===== config.mk =====
export PLATFORM = sky130hd
export DESIGN_NAME = uart_status_regs
export DESIGN_NICKNAME = d
export VERILOG_FILES = /design/src/logic/uart_status_pkg.sv /design/src/logic/modem_delta.sv /design/src/logic/uart_status_regs.sv
export SDC_FILE = /design/constraint.sdc
export NUM_CORES = 1
export LEC_CHECK = 0
export BUFFER_PORTS_ARGS = -buffer_cell sky130_fd_sc_hd__buf_2
export CAP_MARGIN = 0
export CORE_ASPECT_RATIO = 0.6
export CORE_MARGIN = 2
export CORE_UTILIZATION = 40
export DETAILED_ROUTE_END_ITERATION = 8
export HOLD_SLACK_MARGIN = 0.06
export MAX_ROUTING_LAYER = met4
export SLEW_MARGIN = 0
export SYNTH_ARGS = -nofsm -noshare
export SYNTH_HDL_FRONTEND = slang
export SYNTH_SLANG_ARGS = --single-unit

===== constraint.sdc =====
create_clock -name mclk -period 1.8 [get_ports mclk]
set_clock_uncertainty 0.1 [all_clocks]
set_input_delay 0.09 -clock mclk [delete_from_list [all_inputs] [get_ports mclk]]
set_output_delay 0.09 -clock mclk [all_outputs]
set_load 0.01 [all_outputs]

===== src/logic/uart_status_pkg.sv =====
// constants shared by the status and auxiliary register logic of one serial channel
// assumes a byte-wide register port addressed by a 3-bit register select
package uart_status_pkg;
  // register selects on the 3-bit address
  localparam logic [2:0] ADDR_DATA = 3'h0;
  localparam logic [2:0] ADDR_IER = 3'h1;
  localparam logic [2:0] ADDR_ISR = 3'h2;
  localparam logic [2:0] ADDR_LCR = 3'h3;
  localparam logic [2:0] ADDR_MCR = 3'h4;
  localparam logic [2:0] ADDR_LSR = 3'h5;
  localparam logic [2:0] ADDR_MSR = 3'h6;
  localparam logic [2:0] ADDR_SPR = 3'h7;
  // reset values
  localparam logic [7:0] RST_IER = 8'h00;
  localparam logic [7:0] RST_ISR = 8'h01;
  localparam logic [7:0] RST_LCR = 8'h00;
  localparam logic [7:0] RST_MCR = 8'h00;
  localparam logic [7:0] RST_LSR = 8'h60;
  localparam logic [7:0] RST_SPR = 8'hFF;
  localparam logic [15:0] RST_DIV = 16'h0001;
  // line status bits
  localparam int LS_RX_READY = 0;
  localparam int LS_OVERRUN = 1;
  localparam int LS_PARITY = 2;
  localparam int LS_FRAMING = 3;
  localparam int LS_BREAK = 4;
  localparam int LS_THR_EMPTY = 5;
  localparam int LS_TX_IDLE = 6;
  // interrupt enable bits
  localparam int IE_RX = 0;
  localparam int IE_TX = 1;
  localparam int IE_LINE = 2;
  localparam int IE_MODEM = 3;
  // control bits
  localparam int LC_DIV_ACCESS = 7;
  localparam int MC_DTR = 0;
  localparam int MC_RTS = 1;
  localparam int MC_OUT1 = 2;
  localparam int MC_OUT2 = 3;
  localparam int MC_LOOP = 4;
  // interrupt ident codes
  localparam logic [3:0] ID_NONE = 4'h1;
  localparam logic [3:0] ID_LINE = 4'h6;
  localparam logic [3:0] ID_RX = 4'h4;
  localparam logic [3:0] ID_TX = 4'h2;
  localparam logic [3:0] ID_MODEM = 4'h0;
endpackage


===== src/logic/modem_delta.sv =====
// change detector and level mux for the four modem status inputs
// assumes inputs already synchronous to mclk
`timescale 1ns/1ns
`default_nettype none
module modem_delta (
  input wire logic mclk,
  input wire logic reset,
  input wire logic loopback,
  input wire logic [3:0] loop_levels,
  input wire logic [3:0] pins_n,
  input wire logic clear,
  output logic [3:0] delta,
  output logic [3:0] level
);
  logic [3:0] prev_level;
  logic [3:0] next_delta;
  wire [3:0] cur_level = loopback ? loop_levels : ~pins_n;
  wire [3:0] changed = cur_level ^ prev_level;
  // ring delta only on trailing edge of ring: asserted level falls, pin goes high
  wire [3:0] event_hit = {changed[3], changed[2] & prev_level[2], changed[1:0]};
  // a change in the read cycle survives the clear
  assign next_delta = (clear ? 4'h0 : delta) | event_hit;
  assign level = cur_level;
  always_ff @(posedge mclk) begin
    if (reset) begin
      delta <= 4'h0;
      prev_level <= cur_level;
    end else begin
      delta <= next_delta;
      prev_level <= cur_level;
    end
  end
endmodule
`default_nettype wire


===== src/logic/uart_status_regs.sv =====
// line/modem status, scratch and divisor registers of one serial channel
// assumes one-cycle read/write strobes and event pulses from the serial shifters
// Summary of operation
// - receive-ready bit 0 set while a character sits in receive holding
// - overrun sets bit 1, new character dropped, held one kept
// - overrun raises line-status interrupt at once when enable bit 2 set
// - parity error bit 2 belongs to held character, interrupts when enabled
// - framing error bit 3 belongs to held character, interrupts when enabled
// - break bit 4 set after a full low frame, held until line status is read after line marks
// - holding-empty bit 5 set on transfer to shift, cleared on host write
// - holding-empty with transmit enable requests an interrupt
// - bit 6 high only when holding and shift registers both empty
// - modem deltas 0,1,3 set on any change of cts, dsr, cd
// - ring delta bit 2 set only on ring input low to high
// - any modem delta with enable bit 3 raises modem interrupt
// - modem bits 7..4 show inverted cd, ring, dsr, cts inputs
// - loopback takes modem levels from control rts, dtr, bit 2, bit 3
// - scratch register is plain 8-bit storage, 0xFF after reset
// - 16-bit divisor reachable only while line control bit 7 is one
// - reset values of enables, ident, control, status and output pins
// - reset clears modem deltas, levels show inverted inputs
// - reading line status clears the line-status interrupt
// - reading modem status clears the modem-status interrupt
// - modem control bit 4 enters and leaves internal loopback
`timescale 1ns/1ns
`default_nettype none
module uart_status_regs (
  input wire logic mclk,
  input wire logic reset,
  input wire logic [2:0] addr,
  input wire logic rd,
  input wire logic wr,
  input wire logic [7:0] wdata,
  output logic [7:0] rdata,
  input wire logic rx_done,
  input wire logic [7:0] rx_char,
  input wire logic rx_parity_err,
  input wire logic rx_framing_err,
  input wire logic rx_break,
  input wire logic tx_load,
  input wire logic tx_shift_busy,
  output logic [7:0] tx_char,
  output logic [7:0] line_control,
  output logic [15:0] baud_divisor,
  input wire logic clear_to_send_n,
  input wire logic data_set_ready_n,
  input wire logic ring_indicator_n,
  input wire logic carrier_detect_n,
  output logic request_to_send_n,
  output logic terminal_ready_n,
  output logic general_output2_n,
  output logic loopback,
  output logic irq,
  output logic irq_oe_n
);
  logic [7:0] receive_holding;
  logic [7:0] transmit_holding;
  logic [7:0] interrupt_enable;
  logic [7:0] modem_control;
  logic [7:0] scratch_pad;
  logic [7:0] baud_divisor_low;
  logic [7:0] baud_divisor_high;
  logic rx_ready;
  logic overrun;
  logic parity_err;
  logic framing_err;
  logic break_flag;
  logic thr_empty;
  logic tx_int_armed;
  logic [3:0] modem_delta_bits;
  logic [3:0] modem_level;

  wire div_sel = line_control[uart_status_pkg::LC_DIV_ACCESS];
  wire rd_data = rd && addr == uart_status_pkg::ADDR_DATA && !div_sel;
  wire rd_isr = rd && addr == uart_status_pkg::ADDR_ISR;
  wire rd_lsr = rd && addr == uart_status_pkg::ADDR_LSR;
  wire rd_msr = rd && addr == uart_status_pkg::ADDR_MSR;
  wire wr_thr = wr && addr == uart_status_pkg::ADDR_DATA && !div_sel;
  wire wr_dll = wr && addr == uart_status_pkg::ADDR_DATA && div_sel;
  wire wr_dlm = wr && addr == uart_status_pkg::ADDR_IER && div_sel;
  wire wr_ier = wr && addr == uart_status_pkg::ADDR_IER && !div_sel;
  wire wr_lcr = wr && addr == uart_status_pkg::ADDR_LCR;
  wire wr_mcr = wr && addr == uart_status_pkg::ADDR_MCR;
  wire wr_spr = wr && addr == uart_status_pkg::ADDR_SPR;

  // character accepted into an empty holding register or one being read in the same cycle
  wire rx_accept = rx_done && (!rx_ready || rd_data);
  wire rx_lost = rx_done && !rx_accept;

  assign loopback = modem_control[uart_status_pkg::MC_LOOP];
  assign baud_divisor = {baud_divisor_high, baud_divisor_low};
  assign tx_char = transmit_holding;

  wire tx_idle = thr_empty && !tx_shift_busy;
  wire [7:0] line_status = {1'b0, tx_idle, thr_empty, break_flag, framing_err,
                            parity_err, overrun, rx_ready};
  wire [7:0] modem_status = {modem_level, modem_delta_bits};

  wire line_int = interrupt_enable[uart_status_pkg::IE_LINE] &&
                  (overrun || parity_err || framing_err || break_flag);
  wire rx_int = interrupt_enable[uart_status_pkg::IE_RX] && rx_ready;
  wire tx_int = interrupt_enable[uart_status_pkg::IE_TX] && thr_empty && tx_int_armed;
  wire modem_int = interrupt_enable[uart_status_pkg::IE_MODEM] && |modem_delta_bits;
  wire [3:0] ident = line_int ? uart_status_pkg::ID_LINE :
                     rx_int ? uart_status_pkg::ID_RX :
                     tx_int ? uart_status_pkg::ID_TX :
                     modem_int ? uart_status_pkg::ID_MODEM : uart_status_pkg::ID_NONE;
  wire [7:0] interrupt_ident = {4'h0, ident};

  // loop levels: cts<-rts, dsr<-dtr, ring<-bit2, cd<-bit3
  wire [3:0] loop_levels = {modem_control[uart_status_pkg::MC_OUT2],
                            modem_control[uart_status_pkg::MC_OUT1],
                            modem_control[uart_status_pkg::MC_DTR],
                            modem_control[uart_status_pkg::MC_RTS]};

  modem_delta u_modem_delta (
    .mclk(mclk),
    .reset(reset),
    .loopback(loopback),
    .loop_levels(loop_levels),
    .pins_n({carrier_detect_n, ring_indicator_n, data_set_ready_n, clear_to_send_n}),
    .clear(rd_msr),
    .delta(modem_delta_bits),
    .level(modem_level)
  );

  // outputs held high in loopback so the modem sees an idle interface
  assign request_to_send_n = loopback | ~modem_control[uart_status_pkg::MC_RTS];
  assign terminal_ready_n = loopback | ~modem_control[uart_status_pkg::MC_DTR];
  assign general_output2_n = loopback | ~modem_control[uart_status_pkg::MC_OUT2];
  assign irq_oe_n = ~modem_control[uart_status_pkg::MC_OUT2];
  assign irq = ident[0] == 1'b0;

  wire [7:0] data_read = div_sel ? baud_divisor_low : receive_holding;
  wire [7:0] ier_read = div_sel ? baud_divisor_high : interrupt_enable;
  wire [7:0] next_rdata =
    addr == uart_status_pkg::ADDR_DATA ? data_read :
    addr == uart_status_pkg::ADDR_IER ? ier_read :
    addr == uart_status_pkg::ADDR_ISR ? interrupt_ident :
    addr == uart_status_pkg::ADDR_LCR ? line_control :
    addr == uart_status_pkg::ADDR_MCR ? modem_control :
    addr == uart_status_pkg::ADDR_LSR ? line_status :
    addr == uart_status_pkg::ADDR_MSR ? modem_status : scratch_pad;

  always_ff @(posedge mclk) begin
    if (reset) begin
      rdata <= 8'h00;
    end else if (rd) begin
      rdata <= next_rdata;
    end
  end

  always_ff @(posedge mclk) begin
    if (reset) begin
      interrupt_enable <= uart_status_pkg::RST_IER;
      line_control <= uart_status_pkg::RST_LCR;
      modem_control <= uart_status_pkg::RST_MCR;
      scratch_pad <= uart_status_pkg::RST_SPR;
      baud_divisor_low <= uart_status_pkg::RST_DIV[7:0];
      baud_divisor_high <= uart_status_pkg::RST_DIV[15:8];
    end else begin
      if (wr_ier) interrupt_enable <= {4'h0, wdata[3:0]};
      if (wr_lcr) line_control <= wdata;
      if (wr_mcr) modem_control <= {3'h0, wdata[4:0]};
      if (wr_spr) scratch_pad <= wdata;
      if (wr_dll) baud_divisor_low <= wdata;
      if (wr_dlm) baud_divisor_high <= wdata;
    end
  end

  always_ff @(posedge mclk) begin
    if (reset) begin
      receive_holding <= 8'h00;
      transmit_holding <= 8'h00;
    end else begin
      if (rx_accept) receive_holding <= rx_char;
      if (wr_thr) transmit_holding <= wdata;
    end
  end

  // receive flags: hardware set wins over a read clear in the same cycle
  always_ff @(posedge mclk) begin
    if (reset) begin
      rx_ready <= uart_status_pkg::RST_LSR[uart_status_pkg::LS_RX_READY];
      overrun <= uart_status_pkg::RST_LSR[uart_status_pkg::LS_OVERRUN];
      parity_err <= uart_status_pkg::RST_LSR[uart_status_pkg::LS_PARITY];
      framing_err <= uart_status_pkg::RST_LSR[uart_status_pkg::LS_FRAMING];
      break_flag <= uart_status_pkg::RST_LSR[uart_status_pkg::LS_BREAK];
    end else begin
      rx_ready <= rx_accept | (rx_ready & ~rd_data);
      overrun <= rx_lost | (overrun & ~rd_lsr);
      parity_err <= (rx_accept & rx_parity_err) | (parity_err & ~rd_lsr & ~rx_accept);
      framing_err <= (rx_accept & rx_framing_err) | (framing_err & ~rd_lsr & ~rx_accept);
      // break stays while the line is low, read cannot clear it early
      break_flag <= rx_break | (break_flag & ~rd_lsr);
    end
  end

  // holding-empty: transfer sets it, host write clears it at the same edge
  always_ff @(posedge mclk) begin
    if (reset) begin
      thr_empty <= uart_status_pkg::RST_LSR[uart_status_pkg::LS_THR_EMPTY];
      tx_int_armed <= 1'b1;
    end else begin
      if (wr_thr) thr_empty <= 1'b0;
      else if (tx_load) thr_empty <= 1'b1;
      // ident read drops the transmit request until next empty event
      if (wr_thr || tx_load) tx_int_armed <= 1'b1;
      else if (rd_isr && ident == uart_status_pkg::ID_TX) tx_int_armed <= 1'b0;
    end
  end
endmodule
`default_nettype wire


==> summary.txt, run 1 <==
========================================================================================
Detailed Route WL                                                                12.3 mm
Met3 WL post-DR                                                                   780 um
Netlist Area Pre-Place                                                          3710 um2
Number of synthesis warnings                                                           0
Clock Pin Slew Worst Setup and Hold Paths                                          60 ps
Dpl hpwl                                                                         9.27 mm
Number of distinct library cells after synthesis                                      50
Data arrival time at the worst-slack endpoint                                    1560 ps
Highest Signal Layer                                                                met4
Count of pins over their slew limit                                                    0
Placement-stage cell area                                                       4400 um2
Fraction of layout cells with a size suffix above 1                                26.2%
Final setup viols                                                                      0
Parity-gate share of the synthesized area counting xor and xnor cells             0.709%
Starting DRC count in detailed routing                                               319
Pre-Repair DR Iteration Count                                                          5
Sequential cell area                                                            1600 um2
FP Rows                                                                               27
Drt via density                                                                     5.27
Post-synthesis compound-gate area fraction                                         13.4%
Classification of the worst setup path                                        reg -> out
Avg Cell Area, Syn                                                              8.66 um2
Level count of the clock H-tree                                                        3
Multi-input gate area in the final layout                                       1960 um2
Die Width                                                                         128 um
Maximum Capacitance Violations                                                         0
Starting density of the core                                                       40.8%
Total via count in the routed design                                                3528
Later-pin clock latency in the skew report                                        340 ps
Area of the die                                                                10100 um2
Most common flop cell mapped by yosys                                       sky130_fd_sc_hd__dfxtp_1
Number of flops mapped to enable cells by yosys                                        0
Portion of netlist area occupied by mux cells                                      15.4%
Clk sink count                                                                        80
DRT met1 WL                                                                      6.85 mm
Maximum clock path buffer count                                                        2
Congestion Overflow GR                                                                 0
Non-filler instance count after layout                                               669
Portion of the clock cycle consumed by the worst path in the final layout          97.0%
Crit path max-delay cell type                                               sky130_fd_sc_hd__o41ai_2
Endpoint kind of the worst setup timing path                                 output port
Antenna diode instance count                                                           0
Leading area contributor after synthesis                                    sky130_fd_sc_hd__dfxtp_1
Req. time, crit path                                                             1610 ps
Share of async-settable or async-resettable flops after synthesis                     0%
Peak supply drop                                                                0.537 mV
Launching element type of the critical path                                     register
# Post-CTS Setup Buffers                                                               0
Combinational family with the most area after synthesis                     simple AND/OR/NAND/NOR gates
F_max                                                                            573 MHz
Leading cell types by total area after synthesis                            sky130_fd_sc_hd__dfxtp_1, sky130_fd_sc_hd__mux2i_1, sky130_fd_sc_hd__nand2_1
Number of clock buffers inserted by TritonCTS                                          9
Number of filler cells placed in the layout                                          863
Critical path buffers and inverters                                                    2
TritonCTS clock tree                                                                done
Area share of and/or/nand/nor cells after synthesis                                22.7%
Largest delay contributor family on the critical path                       compound AO/OA/AOI/OAI gates
Post-route total power                                                           4.22 mW
Fraction of the mapped netlist area in adder cells                                    0%
Number of placed cells counting well taps                                            626
Die outline height                                                               78.6 um
Worst slew margin relative to its limit                                            67.2%
Final Util                                                                         54.9%
Post-synthesis sequential area ratio                                               43.2%
Maximum number of pins on one net before global-route repair                          45
Antenna violations before repair                                                       0
Wire length of the first global-routing pass                                     18.7 mm
Flip-flop and latch count after synthesis                                             80
Area delta synth->final                                                            34.6%
Leakage power figure                                                             2.20 nW
Total Nets Final                                                                     581
Number of DRC violations after detailed routing                                        0
Actual slew at the worst max-slew pin                                             489 ps
Fraction of post-synthesis cell area in the top cell type by area                  43.2%
Syn_nets                                                                             461
Global-route usage over all layers                                                 25.8%
Final design instance area without fill                                         4990 um2
Library cell used as clock root buffer                                      sky130_fd_sc_hd__clkbuf_16
Class of the most critical hold timing path                                    in -> reg
Power density over the cells                                                  847 nW/um2
Count of antenna-violating nets left after detailed routing                            0
Final weighted congestion of routability-driven global placement                    1.01
Setup repair after global routing missed its margin                                  yes
Core outline area                                                               9090 um2
Min Tclk post-route                                                              1750 ps
Detailed-routed wire length on met2                                              4.60 mm
Outcome                                                                        completed
Average wire per cell in the routed design                                       18.4 um
Worst-path cell chain                                                       o41ai_2 > buf_4 > and2_4 > nand3_2 > buf_6
Post-Syn Instances                                                                   428
Number of top-level pins                                                              79
Worst-path maximum fanout                                                              3
Final hold violations                                                                  0
Max incr delay on CP                                                              340 ps
Port Buffer Count                                                                     78
Via count of the first global-routing pass                                          3225
========================================================================================
## metrics by stage
| stage | setup WS, ps | hold slack (ps) | TNS, ps |
|---|---|---|---|
| CTS | 5.32 | 169 | 0 |
| finish | 53.6 | 181 | 0 |
| floorplan | 149 | 82.0 | 0 |
| global route | -36.3 | 194 | -69.0 |
| detailed placement | -2.49 | 204 | -2.49 |
| global placement | -15.0 | 201 | -15.0 |
## what timing repair did
item                                    4_1_cts  5_1_grt
hold buffers                                 27        0
hold endpoints to repair                     54        0
pin swaps                                     0        1
endpoints found under the setup margin        2       13
resized for setup                             1        9
## power breakdown
group | total, mW | leakage (nW) | switching, mW | internal, mW
clock network | 1.79 | 0.138 | 0.723 | 1.07
registers | 1.89 | 0.654 | 0.0554 | 1.84
logic | 0.543 | 1.40 | 0.295 | 0.248
## layout make-up
cell class | count | area share (%)
Clock buffer | 10 | 4.59
Timing Repair Buffer | 136 | 19.0
Inverter | 12 | 0.903
Multi-Input combinational cell | 309 | 39.2
Clock inverter | 6 | 1.20
Sequential cell | 80 | 32.2
Tap cell | 116 | 2.91
## placed cells by master (no fill, tap or decap), types with 6 or more instances in the layout
cell type                        n
sky130_fd_sc_hd__dlygate4sd3_1  27
sky130_fd_sc_hd__dfxtp_1        78
sky130_fd_sc_hd__a21oi_1        33
sky130_fd_sc_hd__nand2b_1        7
sky130_fd_sc_hd__o21ai_0        12
sky130_fd_sc_hd__buf_4          27
sky130_fd_sc_hd__mux2i_1        48
sky130_fd_sc_hd__nor2b_1         6
sky130_fd_sc_hd__nand3b_1       11
sky130_fd_sc_hd__inv_1          12
sky130_fd_sc_hd__clkbuf_16       9
sky130_fd_sc_hd__nand3_1        12
sky130_fd_sc_hd__nand2_1        68
sky130_fd_sc_hd__buf_2          77
sky130_fd_sc_hd__nor2_1         50
## cells by family (layout without fill, tap and decap cells)
family / Yosys count / count (layout)
compound gates: 79 / 79
xor+xnor: 3 / 3
buf+inv: 39 / 164
flops: 80 / 80
mux: 53 / 53
simple gates: 174 / 174
## state kept, by name (all words and copies together) (netlist names)
signal	cells
baud_divisor_high	8
tx_char	8
tx_int_armed	1
rdata	8
framing_err	1
line_control	8
break_flag	1
u_modem_delta.prev_level	4
baud_divisor_low	8
receive_holding	8
modem_control	5
thr_empty	1
scratch_pad	8
rx_ready	1
parity_err	1
u_modem_delta.delta	4
overrun	1
interrupt_enable	4
## Yosys cell counts, types with 4 or more instances
| cell type | number |
|---|---|
| sky130_fd_sc_hd__nor2b_1 | 6 |
| sky130_fd_sc_hd__o22ai_1 | 4 |
| sky130_fd_sc_hd__buf_2 | 8 |
| sky130_fd_sc_hd__mux2i_1 | 48 |
| sky130_fd_sc_hd__nand2_1 | 68 |
| sky130_fd_sc_hd__a211oi_1 | 5 |
| sky130_fd_sc_hd__nand3b_1 | 11 |
| sky130_fd_sc_hd__nand2b_1 | 8 |
| sky130_fd_sc_hd__dfxtp_1 | 80 |
| sky130_fd_sc_hd__inv_1 | 12 |
| sky130_fd_sc_hd__buf_4 | 4 |
| sky130_fd_sc_hd__clkbuf_1 | 14 |
| sky130_fd_sc_hd__nand3_1 | 13 |
| sky130_fd_sc_hd__o21ai_0 | 14 |
| sky130_fd_sc_hd__a21oi_1 | 33 |
| sky130_fd_sc_hd__nor2_1 | 50 |
## path summary, 6_finish.rpt
kind                                     start             end  slack, ps  cells after the start
worst min register to register  scratch_pad[5]  scratch_pad[5]        370                      2
worst min-delay path                   addr[1]        rdata[5]        180                      4
worst max register to register      parity_err        rdata[1]         70                      6
worst max-delay path                parity_err             irq         50                      5
## layer usage
layer,vias up,track usage [%]
met5,-,-
met4,0,5.93
met3,11,6.41
met2,119,32.2
met1,1669,40.3
li1,1729,-
## worst reg2reg max path, cell delays in order, from the launching register on
cell and delay, ps:
sky130_fd_sc_hd__dfxtp_2 330, sky130_fd_sc_hd__o41ai_2 340, sky130_fd_sc_hd__buf_4 180, sky130_fd_sc_hd__o21ai_1 70, sky130_fd_sc_hd__a221o_1 320, sky130_fd_sc_hd__a211oi_2 210, sky130_fd_sc_hd__nor3_1 60
No activity file was read; power rests on OpenSTA's default activity.
==> run 2, diff against run 1 <==
- CORE_UTILIZATION: 40 -> 45
- PLACE_DENSITY: default -> 0.68
==> run 2 against run 1 <==
Sequential cell count stayed put. Global-route usage is 2.9 points higher. Via count is 4.8% higher. Highest routed layer unchanged. Combinational power is 2% lower. Utilization is 8.4 points higher. Fmax is 1.7% lower. Total power is 7.4% higher. Cell count is 1.3% lower. Sequential power hardly changed. Critical endpoint unchanged. Critical path type unchanged.
==> summary.txt, run 2 (synthesis results as in run 1) <==
========================================================================================
Worst hold stages                                                                      4   unchanged
Clock Pin Slew Worst Setup and Hold Paths                                          60 ps   about the same
Wire length of the first global-routing pass                                     18.4 mm   was 18.7 mm
Endpoint kind of the worst setup timing path                                 output port   unchanged
Worst-path maximum fanout                                                              3   unchanged
Antenna violations before repair                                                       0   unchanged
Dpl hpwl                                                                         8.76 mm   was 9.27 mm
Maximum number of pins on one net before global-route repair                          36   was 45
Average wire per cell in the routed design                                       18.1 um   was 18.4 um
Final hold violations                                                                  0   unchanged
Final design instance area without fill                                         5030 um2   was 4990 um2
Via count of the first global-routing pass                                          3456   was 3225
Core outline area                                                               7950 um2   was 9090 um2
Level count of the clock H-tree                                                        3   unchanged
Startpoint of the worst-slack reg-to-reg timing path                         framing_err   was parity_err
Total Nets Final                                                                     580   was 581
Reg2reg path depth                                                                     4   was 6
Actual slew at the worst max-slew pin                                             711 ps   was 489 ps
Worst setup path startpoint                                                  framing_err   was parity_err
Area of the die                                                                 9000 um2   was 10100 um2
Worst slew margin relative to its limit                                            52.6%   was 67.2%
Commonest cells after routing, fill and taps aside                          sky130_fd_sc_hd__dfxtp_1, sky130_fd_sc_hd__buf_2, sky130_fd_sc_hd__nand2_1   unchanged
Min Tclk post-route                                                              1780 ps   was 1750 ps
Register-to-register setup slack                                                   50 ps   was 70 ps
Congestion Overflow GR                                                                 0   unchanged
Non-filler instance count after layout                                               660   was 669
Die Width                                                                         121 um   was 128 um
Starting density of the core                                                       46.6%   was 40.8%
Starting DRC count in detailed routing                                               339   was 319
F_max                                                                            563 MHz   was 573 MHz
Number of top-level pins                                                              79   unchanged
Later-pin clock latency in the skew report                                        340 ps   about the same
Final weighted congestion of routability-driven global placement                   0.960   was 1.01
Req. time, crit path                                                             1610 ps   about the same
Outcome                                                                        completed   unchanged
Global-route usage over all layers                                                 28.7%   was 25.8%
Fraction of layout cells with a size suffix above 1                                26.6%   was 26.2%
Maximum clock path buffer count                                                        2   unchanged
Number of DRC violations after detailed routing                                        0   unchanged
Port Buffer Count                                                                     78   unchanged
Final setup viols                                                                      0   unchanged
Worst slack, placed                                                             -14.5 ps   was -2.49 ps
Library cell used as clock root buffer                                      sky130_fd_sc_hd__clkbuf_16   unchanged
Setup repair after global routing missed its margin                                  yes   unchanged
Post-Route Setup TNS                                                                0 ps   unchanged
Area delta synth->final                                                            35.7%   was 34.6%
TritonCTS clock tree                                                                done   unchanged
Peak supply drop                                                                0.465 mV   was 0.537 mV
Placement-stage cell area                                                       4360 um2   was 4400 um2
Number of placed cells counting well taps                                            617   was 626
Total via count in the routed design                                                3699   was 3528
Worst R2R End                                                               tx_int_armed   was rdata[1]
Data arrival time at the worst-slack endpoint                                    1590 ps   was 1560 ps
Die outline height                                                               74.3 um   was 78.6 um
Antenna diode instance count                                                           0   unchanged
Maximum Capacitance Violations                                                         0   unchanged
Count of pins over their slew limit                                                    0   unchanged
Post-layout worst setup margin                                                   23.2 ps   was 53.6 ps
Clk sink count                                                                        80   unchanged
FP Rows                                                                               25   was 27
Power density over the cells                                                  902 nW/um2   was 847 nW/um2
Class of the most critical hold timing path                                    in -> reg   unchanged
Pre-Repair DR Iteration Count                                                          6   was 5
Number of clock buffers inserted by TritonCTS                                          9   unchanged
Detailed Route WL                                                                12.0 mm   was 12.3 mm
Portion of the clock cycle consumed by the worst path in the final layout          98.7%   was 97.0%
Leakage power figure                                                             2.22 nW   was 2.20 nW
Count of antenna-violating nets left after detailed routing                            0   unchanged
Launching element type of the critical path                                     register   unchanged
Classification of the worst setup path                                        reg -> out   unchanged
Worst setup path endpoint                                                            irq   unchanged
Drt via density                                                                     5.60   was 5.27
========================================================================================
-- run 2: cell types whose count changed in the layout (fill, tap and decap cells not counted), moves of 2 or more --
cell,previous run,this run
sky130_fd_sc_hd__buf_12,4,2
sky130_fd_sc_hd__buf_4,27,29
sky130_fd_sc_hd__bufinv_16,1,3
sky130_fd_sc_hd__clkinv_2,3,1
sky130_fd_sc_hd__clkinvlp_4,2,0
-- run 2: worst max-delay path, stage by stage (launching register included) --
cell	delay [ps]
sky130_fd_sc_hd__dfxtp_4	360
sky130_fd_sc_hd__o41ai_4	430
sky130_fd_sc_hd__and2_4	230
sky130_fd_sc_hd__nand3_4	80
sky130_fd_sc_hd__buf_6	140
-- run 2: layer usage --
layer  track usage, %  part of all wire [%]  vias to the layer above
met4             7.66                   1.2                        0
met2             42.8                    43                      174
met5                -                     0                        -
met1             37.8                    46                     1778
met3             9.36                   9.0                       16
li1                 -                     -                     1731
-- run 2: how the worst min path moves through the flow --
stage	to	startpoint
floorplan	tx_int_armed	tx_load
global placement	tx_int_armed	tx_load
detailed placement	tx_int_armed	tx_load
CTS	baud_divisor_high[5]	wr
global route	baud_divisor_high[5]	wr
finish	baud_divisor_high[5]	wr
-- run 2: repair_timing --
item / CTS / global route
setup buffers: 0 / 1
resized for setup: 2 / 12
pin swaps: 0 / 2
setup endpoints to repair: 3 / 14
endpoints found under the hold margin: 62 / 0
cloned: 0 / 0
hold buffers: 26 / 0
-- run 2: layout make-up --
type,count,area [um2]
Fill cell,701,2920
Multi-Input combinational cell,309,1980
Sequential cell,80,1610
Timing Repair Buffer,135,915
Clock buffer,11,243
Tap cell,108,135
Clock inverter,5,104
Inverter,12,45.0
-- run 2: power breakdown --
group	total, mW	leakage [nW]	internal, mW	switching (mW)
Clock	2.12	0.170	1.39	0.724
Combinational	0.533	1.40	0.244	0.290
Sequential	1.89	0.655	1.84	0.0538
-- run 2: stage by stage --
step | power [mW] | utilization, % | hold WS, ps
after CTS | 4.54 | 62.7 | 132
after floorplan | 2.18 | - | 82.0
after global placement | 2.38 | 54.8 | 200
after global routing | 4.68 | 63.3 | 166
after detailed placement | 2.39 | 54.8 | 222
final | 4.54 | 63.3 | 152
